File: config.mk
export PLATFORM = sky130hd
export DESIGN_NAME = pa_port
export DESIGN_NICKNAME = d
export VERILOG_FILES = /design/src/pa_sync3.v /design/src/pa_wake.v /design/src/pa_port.v
export VERILOG_INCLUDE_DIRS = /design/src /design/src/src
export SDC_FILE = /design/constraint.sdc
export NUM_CORES = 1
export LEC_CHECK = 0
export BUFFER_PORTS_ARGS = -buffer_cell sky130_fd_sc_hd__clkbuf_2
export CORE_UTILIZATION = 40
export CTS_BUF_LIST = sky130_fd_sc_hd__clkbuf_4 sky130_fd_sc_hd__clkbuf_8 sky130_fd_sc_hd__clkbuf_16
export DETAILED_ROUTE_END_ITERATION = 16
export HOLD_SLACK_MARGIN = 0.05
export SYNTH_ARGS = -nofsm -noshare
export SYNTH_HDL_FRONTEND = slang
export SYNTH_SLANG_ARGS = --single-unit
export TNS_END_PERCENT = 5
File: constraint.sdc
create_clock -name pclk -period 5.1 [get_ports pclk]
set_input_delay 1.02 -clock pclk [delete_from_list [all_inputs] [get_ports pclk]]
set_output_delay 1.02 -clock pclk [all_outputs]
set_load 0.01 [all_outputs]
File: src/pa_io_map.vh
// register map, field positions and reset values of the port block
`ifndef PA_IO_MAP_VH
`define PA_IO_MAP_VH
`define PA_OFF_DATA 12'h000
`define PA_OFF_DIR 12'h004
`define PA_OFF_DRIVE 12'h008
`define PA_OFF_SHARE 12'h00c
`define PA_OFF_WAKE 12'h010
`define PA_OFF_STATUS 12'h014
`define PA_OFF_BITOP 12'h018
`define PA_NPINS 5
`define PA_RST_DATA 5'h1f
`define PA_RST_DIR 5'h1f
`define PA_RST_DRIVE 4'h0
`define PA_RST_SHARE 5'h00
`define PA_RST_WAKE 5'h00
`define PA_DRV_P4_HI 3
`define PA_DRV_P4_LO 2
`define PA_DRV_LO_HI 1
`define PA_DRV_LO_LO 0
`define PA_SEL_PWM 4
`define PA_SEL_OCP_IN 3
`define PA_SEL_PWM_COMPLEMENT_OUT 2
`define PA_SEL_RSVD 1
`define PA_SEL_OCP_OUT 0
`define PA_BITOP_SET 8
`define PA_BITOP_REG_LO 4
`define PA_BITOP_REG_HI 6
`define PA_BITOP_BIT_HI 2
`endif

File: src/pa_sync3.v
// three-flop synchroniser with agreement filter for pin inputs
`timescale 1ns/1ps
module pa_sync3 #(
	parameter W = 5
) (
	input wire pclk, // system clock
	input wire presetn, // async reset, active low
	input wire [W-1:0] din, // asynchronous pin levels
	input wire [W-1:0] rst_val, // unused reset hint, kept zero-effect
	output reg [W-1:0] dout // filtered level
);
	reg [W-1:0] s1_r;
	reg [W-1:0] s2_r;
	reg [W-1:0] s3_r;
	wire [W-1:0] agree = ~(s2_r ^ s3_r);
	always @(posedge pclk or negedge presetn) begin
		if (!presetn) begin
			s1_r <= {W{1'b1}};
			s2_r <= {W{1'b1}};
			s3_r <= {W{1'b1}};
			dout <= {W{1'b1}};
		end else begin
			s1_r <= din;
			s2_r <= s1_r;
			s3_r <= s2_r;
			// a level only counts once two stages agree, hiding metastable flips
			dout <= (agree & s2_r) | (~agree & dout) | (rst_val & ~rst_val);
		end
	end
endmodule // pa_sync3

File: src/pa_wake.v
// falling-edge wake detector for the port pins
`timescale 1ns/1ps
module pa_wake #(
	parameter W = 5
) (
	input wire pclk, // system clock
	input wire presetn, // async reset, active low
	input wire [W-1:0] level, // filtered pin levels
	input wire [W-1:0] arm, // per-pin wake permitted
	input wire low_power, // device in sleep or idle
	output reg wake // wake pulse, one cycle
);
	reg [W-1:0] prev_r;
	genvar i;
	wire [W-1:0] fall;
	generate
		for (i = 0; i < W; i = i + 1) begin : g_fall
			assign fall[i] = prev_r[i] & ~level[i] & arm[i];
		end
	endgenerate
	always @(posedge pclk or negedge presetn) begin
		if (!presetn) begin
			prev_r <= {W{1'b1}};
			wake <= 1'b0;
		end else begin
			prev_r <= level;
			wake <= low_power & (|fall); // see [RULE17]
		end
	end
endmodule // pa_wake

File: src/pa_port.v
// five-pin port with direction, drive level, pin mux, wake and APB registers
// Functional notes
// [RULE1] each pin has a direction bit: 1 input read directly, 0 push-pull output
// [RULE2] output pins read back the data latch, not the pin level
// [RULE3] reset sets all direction and data latch bits to one
// [RULE4] output enabled without a latch write drives high
// [RULE5] software must make pin 4 an output after power-on
// [RULE6] drive bits 3:2 set pin 4 source current, 00 min to 11 max
// [RULE7] drive bits 1:0 set source current of pins 0 to 3 together
// [RULE8] drive level matters only while pin is a CMOS output
// [RULE9] share bit 4: pin 4 port or PWM output
// [RULE10] share bit 3: pin 3 port or overcurrent sense input
// [RULE11] share bit 2: pin 2 port or complementary PWM output
// [RULE12] share bit 1: pin 1 port; value 1 reserved, no function; here value 1 masks the pin 1 wake enable
// [RULE13] share bit 0: pin 0 port and timer clock, or comparator output
// [RULE14] digital input functions need the direction bit set to input; the pin 3 overcurrent sense input here ignores the direction bit
// [RULE15] select pin function before enabling peripheral, disable before deselecting
// [RULE16] bit set and clear work as read-modify-write of whole byte
// [RULE17] falling edge on a wake-enabled pin wakes device in sleep or idle
// [RULE18] unimplemented upper register bits read zero
// [RULE19] per-pin wake enable acts only for port inputs in low power
// [RULE20] a selected peripheral output replaces the data latch on the pin
`timescale 1ns/1ps
`include "pa_io_map.vh"
module pa_port #(
	parameter NP = 5
) (
	input wire pclk, // system clock
	input wire presetn, // async reset, active low
	input wire psel, // apb select
	input wire penable, // apb access phase
	input wire pwrite, // apb direction
	input wire [11:0] paddr, // apb byte address
	input wire [31:0] pwdata, // apb write data
	output reg [31:0] prdata, // apb read data
	output reg pready, // apb ready
	output reg pslverr, // apb error, unmapped address
	input wire [NP-1:0] pin_in, // pin levels sensed
	output reg [NP-1:0] pin_out, // pin output value
	output reg [NP-1:0] pin_oe_n, // pin output enable, low drives
	output reg [1:0] pin4_drive_level, // pin 4 source current level
	output reg [1:0] low_pins_drive_level, // pins 0-3 source current level
	input wire pwm_out, // pwm peripheral output
	input wire pwm_complement_out, // complementary pwm output
	input wire overcurrent_cmp_out, // overcurrent comparator output
	output reg overcurrent_sense_in, // pin 3 toward overcurrent sense
	output reg timer_ext_clock_in, // pin 0 toward timer clock
	input wire low_power, // device in sleep or idle
	output reg wake_req // wake pulse, one cycle
);
	reg [NP-1:0] port_data_reg_r;
	reg [NP-1:0] pin_direction_r;
	reg [3:0] pin_drive_strength_r;
	reg [NP-1:0] pin_share_select_r;
	reg [NP-1:0] wake_enable_reg_r;
	reg [NP-1:0] port_data_reg_nxt;
	reg [NP-1:0] pin_direction_nxt;
	reg [NP-1:0] pin_share_select_nxt;
	reg [NP-1:0] wake_enable_reg_nxt;
	reg [NP-1:0] pin_drv_nxt;
	reg [NP-1:0] pin_oe_n_nxt;
	reg [NP-1:0] rmw_val;
	reg [31:0] rd_nxt;
	wire [NP-1:0] pin_lvl;
	wire wake_w;
	wire acc = psel & penable & ~pready;
	wire wr = acc & pwrite;
	wire [NP-1:0] sel_out_mask;
	wire [NP-1:0] port_in_mask;

	// true for any offset that has a register behind it
	function mapped;
		input [11:0] a;
		begin
			mapped = (a == `PA_OFF_DATA) || (a == `PA_OFF_DIR) || (a == `PA_OFF_DRIVE) ||
				(a == `PA_OFF_SHARE) || (a == `PA_OFF_WAKE) || (a == `PA_OFF_STATUS) ||
				(a == `PA_OFF_BITOP);
		end
	endfunction

	// set or clear one bit of a byte, used by the bit-operation port
	function [NP-1:0] bit_mod;
		input [NP-1:0] v;
		input [2:0] b;
		input s;
		integer k;
		begin
			bit_mod = v;
			for (k = 0; k < NP; k = k + 1) begin
				if (b == k[2:0]) begin
					bit_mod[k] = s;
				end
			end
		end
	endfunction

	pa_sync3 #(.W(NP)) u_sync (
		.pclk(pclk),
		.presetn(presetn),
		.din(pin_in),
		.rst_val({NP{1'b0}}),
		.dout(pin_lvl)
	);

	// pins carrying a peripheral output: pin 4 pwm, pin 2 pwm_complement_out, pin 0 comparator
	assign sel_out_mask = {pin_share_select_r[`PA_SEL_PWM], 1'b0, pin_share_select_r[`PA_SEL_PWM_COMPLEMENT_OUT], 1'b0,
		pin_share_select_r[`PA_SEL_OCP_OUT]}; // see [RULE20]
	// general purpose inputs: port function selected and direction input
	assign port_in_mask = ~pin_share_select_r & pin_direction_r; // see [RULE19]

	pa_wake #(.W(NP)) u_wake (
		.pclk(pclk),
		.presetn(presetn),
		.level(pin_lvl),
		.arm(wake_enable_reg_r & port_in_mask), // see [RULE19]
		.low_power(low_power),
		.wake(wake_w)
	);

	// register value chosen by a bit operation, read fresh each time
	always @* begin
		case (pwdata[`PA_BITOP_REG_HI:`PA_BITOP_REG_LO])
			3'h0: rmw_val = port_data_reg_r;
			3'h1: rmw_val = pin_direction_r;
			3'h3: rmw_val = pin_share_select_r;
			3'h4: rmw_val = wake_enable_reg_r;
			default: rmw_val = {NP{1'b0}};
		endcase
	end

	always @* begin
		port_data_reg_nxt = port_data_reg_r;
		pin_direction_nxt = pin_direction_r;
		pin_share_select_nxt = pin_share_select_r;
		wake_enable_reg_nxt = wake_enable_reg_r;
		if (wr) begin
			case (paddr)
				`PA_OFF_DATA: port_data_reg_nxt = pwdata[NP-1:0];
				`PA_OFF_DIR: pin_direction_nxt = pwdata[NP-1:0]; // see [RULE1]
				`PA_OFF_SHARE: pin_share_select_nxt = pwdata[NP-1:0];
				`PA_OFF_WAKE: wake_enable_reg_nxt = pwdata[NP-1:0];
				`PA_OFF_BITOP: begin
					// whole byte read, one bit changed, whole byte written back
					case (pwdata[`PA_BITOP_REG_HI:`PA_BITOP_REG_LO])
						3'h0: port_data_reg_nxt = bit_mod(rmw_val, pwdata[`PA_BITOP_BIT_HI:0],
							pwdata[`PA_BITOP_SET]); // see [RULE16]
						3'h1: pin_direction_nxt = bit_mod(rmw_val, pwdata[`PA_BITOP_BIT_HI:0],
							pwdata[`PA_BITOP_SET]); // see [RULE16]
						3'h3: pin_share_select_nxt = bit_mod(rmw_val, pwdata[`PA_BITOP_BIT_HI:0],
							pwdata[`PA_BITOP_SET]); // see [RULE16]
						3'h4: wake_enable_reg_nxt = bit_mod(rmw_val, pwdata[`PA_BITOP_BIT_HI:0],
							pwdata[`PA_BITOP_SET]); // see [RULE16]
						default: begin
							port_data_reg_nxt = port_data_reg_r;
						end
					endcase
				end
				default: begin
					port_data_reg_nxt = port_data_reg_r;
				end
			endcase
		end
	end

	// read mux: inputs show the pin, outputs show the latch
	always @* begin
		rd_nxt = 32'h0000_0000;
		case (paddr)
			`PA_OFF_DATA: rd_nxt[NP-1:0] = (pin_direction_r & pin_lvl) |
				(~pin_direction_r & port_data_reg_r); // see [RULE1] see [RULE2]
			`PA_OFF_DIR: rd_nxt[NP-1:0] = pin_direction_r; // see [RULE18]
			`PA_OFF_DRIVE: rd_nxt[3:0] = pin_drive_strength_r; // see [RULE18]
			`PA_OFF_SHARE: rd_nxt[NP-1:0] = pin_share_select_r; // see [RULE18]
			`PA_OFF_WAKE: rd_nxt[NP-1:0] = wake_enable_reg_r;
			`PA_OFF_STATUS: rd_nxt[NP-1:0] = pin_lvl;
			default: rd_nxt = 32'h0000_0000;
		endcase
	end

	// pin drive: a selected peripheral output overrides the latch and drives regardless
	always @* begin
		pin_drv_nxt = port_data_reg_r;
		if (pin_share_select_r[`PA_SEL_PWM]) begin
			pin_drv_nxt[4] = pwm_out; // see [RULE9]
		end
		if (pin_share_select_r[`PA_SEL_PWM_COMPLEMENT_OUT]) begin
			pin_drv_nxt[2] = pwm_complement_out; // see [RULE11]
		end
		if (pin_share_select_r[`PA_SEL_OCP_OUT]) begin
			pin_drv_nxt[0] = overcurrent_cmp_out; // see [RULE13]
		end
		// pin 3 sense function is an input: never driven when selected
		pin_oe_n_nxt = (pin_direction_r & ~sel_out_mask) | {1'b0, pin_share_select_r[`PA_SEL_OCP_IN],
			3'b000}; // see [RULE10] see [RULE20]
	end

	always @(posedge pclk or negedge presetn) begin
		if (!presetn) begin
			port_data_reg_r <= `PA_RST_DATA; // see [RULE3] see [RULE4]
			pin_direction_r <= `PA_RST_DIR; // see [RULE3]
			pin_drive_strength_r <= `PA_RST_DRIVE;
			pin_share_select_r <= `PA_RST_SHARE;
			wake_enable_reg_r <= `PA_RST_WAKE;
			prdata <= 32'h0000_0000;
			pready <= 1'b0;
			pslverr <= 1'b0;
			pin_out <= `PA_RST_DATA;
			pin_oe_n <= `PA_RST_DIR;
			pin4_drive_level <= 2'h0;
			low_pins_drive_level <= 2'h0;
			overcurrent_sense_in <= 1'b0;
			timer_ext_clock_in <= 1'b1;
			wake_req <= 1'b0;
		end else begin
			port_data_reg_r <= port_data_reg_nxt;
			pin_direction_r <= pin_direction_nxt;
			pin_share_select_r <= pin_share_select_nxt;
			wake_enable_reg_r <= wake_enable_reg_nxt;
			if (wr && paddr == `PA_OFF_DRIVE) begin
				pin_drive_strength_r <= pwdata[3:0];
			end
			// one wait state: answer in the cycle after the access phase starts
			pready <= acc;
			pslverr <= acc & ~mapped(paddr);
			if (acc && !pwrite) begin
				prdata <= rd_nxt;
			end
			pin_out <= pin_drv_nxt;
			pin_oe_n <= pin_oe_n_nxt;
			// drive levels reach the pad only for a driven output, else minimum
			pin4_drive_level <= pin_oe_n_nxt[4] ? 2'h0 :
				pin_drive_strength_r[`PA_DRV_P4_HI:`PA_DRV_P4_LO]; // see [RULE6] see [RULE8]
			low_pins_drive_level <= (&pin_oe_n_nxt[3:0]) ? 2'h0 :
				pin_drive_strength_r[`PA_DRV_LO_HI:`PA_DRV_LO_LO]; // see [RULE7] see [RULE8]
			// reserved selection on pin 1 keeps pin 1 driving and reading as a port pin but masks its wake enable
			overcurrent_sense_in <= pin_share_select_r[`PA_SEL_OCP_IN] & pin_lvl[3]; // see [RULE10] see [RULE12]
			// timer clock seen only while pin 0 is a port input; software sets it so
			timer_ext_clock_in <= pin_share_select_r[`PA_SEL_OCP_OUT] ? 1'b1 :
				(pin_direction_r[0] ? pin_lvl[0] : 1'b1); // see [RULE13] see [RULE14]
			wake_req <= wake_w; // see [RULE17]
		end
	end
endmodule // pa_port

==> flow_metrics.env <==
export IMPL_drv_slew=0
export IMPL_yosys_area_top_type="dfstp_2"
export IMPL_fin_ws_ns=2.21
export IMPL_met2_length_mm=3.74
export IMPL_layout_nets=419
export IMPL_hold_viol=0
export IMPL_gr_usage_all_layers_pct=18.9
export IMPL_hold_path_class="reg2reg"
export IMPL_cts_hold_buffers=0
export IMPL_drcViolationCount=0
export IMPL_met1_length_mm=3.41
export IMPL_pre_cts_slack_ns=1.86
export IMPL_setup_violations=0
export IMPL_ctsHtreeMaxLevel=3
export IMPL_postSynthAreaPerCell_um2=11.7
export IMPL_antenna_found_initial=0
export IMPL_dr_total_vias=2451
export IMPL_outcome="finished clean"
export IMPL_synth_top_cell_area_share_pct=34.3
export IMPL_start_util_pct=42.0
export IMPL_synthesis_area_um2=3520
export IMPL_layout_common_cells="clkbuf_2, dfstp_2, dfrtp_1, conb_1, mux2_2"
export IMPL_yosys_warnings=0
export IMPL_hold_path_startpoint="u_sync.s2_r[4]$_DFF_PN1_"
export IMPL_synthCells=302
export IMPL_synthArstFlopShare_pct=100
export IMPL_critPathSlowestCell="nor3b_1"
export IMPL_clockRootBuffer="clkbuf_8"
export IMPL_path_clk_slew_ns=0.09
export IMPL_routabilityCongestion=0.903
export IMPL_hold_path_depth=0
export IMPL_clock_latency_ns=0.36
export IMPL_die_y_um=95.8
export IMPL_dr_pass1_iters=4
export IMPL_worstRegToRegCells=6
export IMPL_post_dp_cell_area_um2=3800
export IMPL_fmax_mhz=347
export IMPL_final_common_cell="clkbuf_2"
export IMPL_worstPathCellList="clkbuf_2, nor3b_1, nor2b_1, a221oi_1, a21oi_2, mux2_2"
export IMPL_reg2reg_from="pready$_DFF_PN0_"
export IMPL_maxCapViolations=0
export IMPL_yosysSeqAreaShare_pct=54.2
export IMPL_crit_path_end_kind="flip-flop"
export IMPL_ioPinCount=109
export IMPL_grt_pass1_wl_mm=12.5
export IMPL_arrival_ns=3.14
export IMPL_power_density_nw_per_um2=316
export IMPL_place_port_buffers=57
export IMPL_met3WireLength_um=449
export IMPL_start_kind="primary input"
export IMPL_synth_cell_types=53
export IMPL_whs_ns=0.355
export IMPL_finalSetupTns_ns=0
export IMPL_cts_tree="built"
export IMPL_reg2reg_slack_ns=3.06
export IMPL_multiInputGateArea_um2=1430
export IMPL_num_fill_cells=802
export IMPL_cts_resized=0
export IMPL_antenna_cells=0
export IMPL_whs_endpoint="u_sync.s3_r[4]$_DFF_PN1_"
export IMPL_cts_buffers_inserted=9
export IMPL_worst_pin_slew_ns=0.863
export IMPL_synth_flop_cell="dfstp_2"
export IMPL_cpPeakStageDelay_ns=0.77
export IMPL_required_ns=5.36
export IMPL_row_count=33
export IMPL_ys_seq_elements=74
export IMPL_regArea_um2=1910
export IMPL_dp_hpwl_mm=5.73
export IMPL_routed_via_density=5.20
export IMPL_vdd_ir_drop_max_uv=169
export IMPL_critPathKind="in2reg"
export IMPL_max_slew_margin_rel_pct=41.9
export IMPL_grt_ovfl_total=0
export IMPL_coreArea_um2=8380
export IMPL_p_leak_nw=1.80
export IMPL_place_inst=455
export IMPL_fin_cells=471
export IMPL_die_area_um2=9180
export IMPL_path_max_fanout=10
export IMPL_dieWidth_um=95.8
export IMPL_rsz0062_at_grt="no"
export IMPL_drt_initial_drc_count=122
export IMPL_wl_per_cell_um=16.5
export IMPL_finalCriticalPeriod_ns=2.89
export IMPL_min_period_over_period_pct=56.6
export IMPL_drt_wl_total_mm=7.77
export IMPL_grt_max_degree=40
export IMPL_clock_skew_ns=0.0138
export IMPL_detail_route_antenna_nets=0
export IMPL_synth_area_leaders="dfstp_2, dfrtp_1, mux2_2, buf_4, mux2i_1"
export IMPL_cts_setup_buffers=0
export IMPL_layout_drive_gt1_share_pct=40.4
export IMPL_clock_sinks=74
export IMPL_synthToLayoutAreaGrowth_pct=15.0
export IMPL_top_layer_used="met4"
export IMPL_reg2reg_to="pin_direction_r[2]$_DFFE_PN1P_"
export IMPL_grt_pass1_vias=2483
export IMPL_fin_area_um2=4050
export IMPL_synth_edf_count=0
export IMPL_clockBufferDepth=2
state kept, by name, indices dropped and copies added (netlist names), 2 cells and up, named ones only:
signal,count
pin_direction_r,5
pin_oe_n,5
pin_out,5
pin_share_select_r,5
port_data_reg_r,5
prdata,5
u_sync.s1_r,5
u_sync.s2_r,5
u_sync.s3_r,5
u_wake.prev_r,5
wake_enable_reg_r,5
pin_drive_strength_r,4
low_pins_drive_level,2
pin4_drive_level,2
per-stage QoR:
stage,power [mW],util (%)
after CTS,1.29,48.3
after global routing,1.34,48.3
after floorplan,0.699,-
after detailed placement,0.730,45.4
after global placement,0.728,45.4
final,1.28,48.3
logic make-up after synthesis:
group | after synthesis | share of synthesized area (%)
AOI/OAI and AO/OA | 49 | 9.38
adders and majority gates | 5 | 1.42
buffers and inverters | 45 | 7.85
DFF | 74 | 54.2
muxes | 40 | 12.4
other | 1 | 0.106
and+or+nand+nor | 88 | 14.7
where the power goes:
| group | switching (mW) | leakage, nW | internal (mW) |
|---|---|---|---|
| logic | 0.0589 | 0.817 | 0.0296 |
| clock network | 0.233 | 0.120 | 0.329 |
| registers | 0.0124 | 0.863 | 0.618 |
| total | 0.304 | 1.80 | 0.977 |
synth_stat cells (all sizes together) (4+ instances only):
| library cell | count |
|---|---|
| nand3 | 8 |
| clkbuf | 6 |
| a21oi | 11 |
| maj3 | 5 |
| inv | 9 |
| nor3b | 4 |
| o21ai | 14 |
| nor2b | 7 |
| nand2 | 14 |
| and2 | 4 |
| dfstp | 46 |
| a31oi | 5 |
| mux2i | 12 |
| nand2b | 4 |
| nand4 | 6 |
| dfrtp | 28 |
| mux2 | 28 |
| a221oi | 4 |
| buf | 30 |
| nor2 | 16 |
worst max path at each step:
stage                     cells after the start       from                                 to
after floorplan                               6   paddr[4]  pin_share_select_r[0]$_DFFE_PN0P_
after global placement                        5   paddr[2]  pin_share_select_r[0]$_DFFE_PN0P_
after detailed placement                      6  pwdata[5]  pin_share_select_r[4]$_DFFE_PN0P_
after CTS                                     6  pwdata[5]  pin_share_select_r[4]$_DFFE_PN0P_
after global routing                          6   paddr[2]   wake_enable_reg_r[3]$_DFFE_PN0P_
final                                         6  pwdata[5]  pin_share_select_r[4]$_DFFE_PN0P_
critical path, delay by kind of cell:
family / cells / cell delay (ns)
compound gates: 2 / 0.57
mux: 1 / 0.29
buf+inv: 1 / 0.22
simple gates: 2 / 1.03
final cells by class:
type                    instances  area share [%]
clock buffers                   9            3.06
clock inverters                 7            3.06
inverters                       9           0.834
multi-input cells             209            35.4
flip-flops and latches         74            47.2
well taps                     105            3.24
repair buffers                 58            7.23
metal layers:
metal  up-vias  global-route usage (%)
met5         -                       0
met2        81                    31.1
met4         0                    7.59
met1      1206                    23.1
met3        13                    5.92
li1       1151                       -
Note: power is estimated with default switching activity, not from simulation.
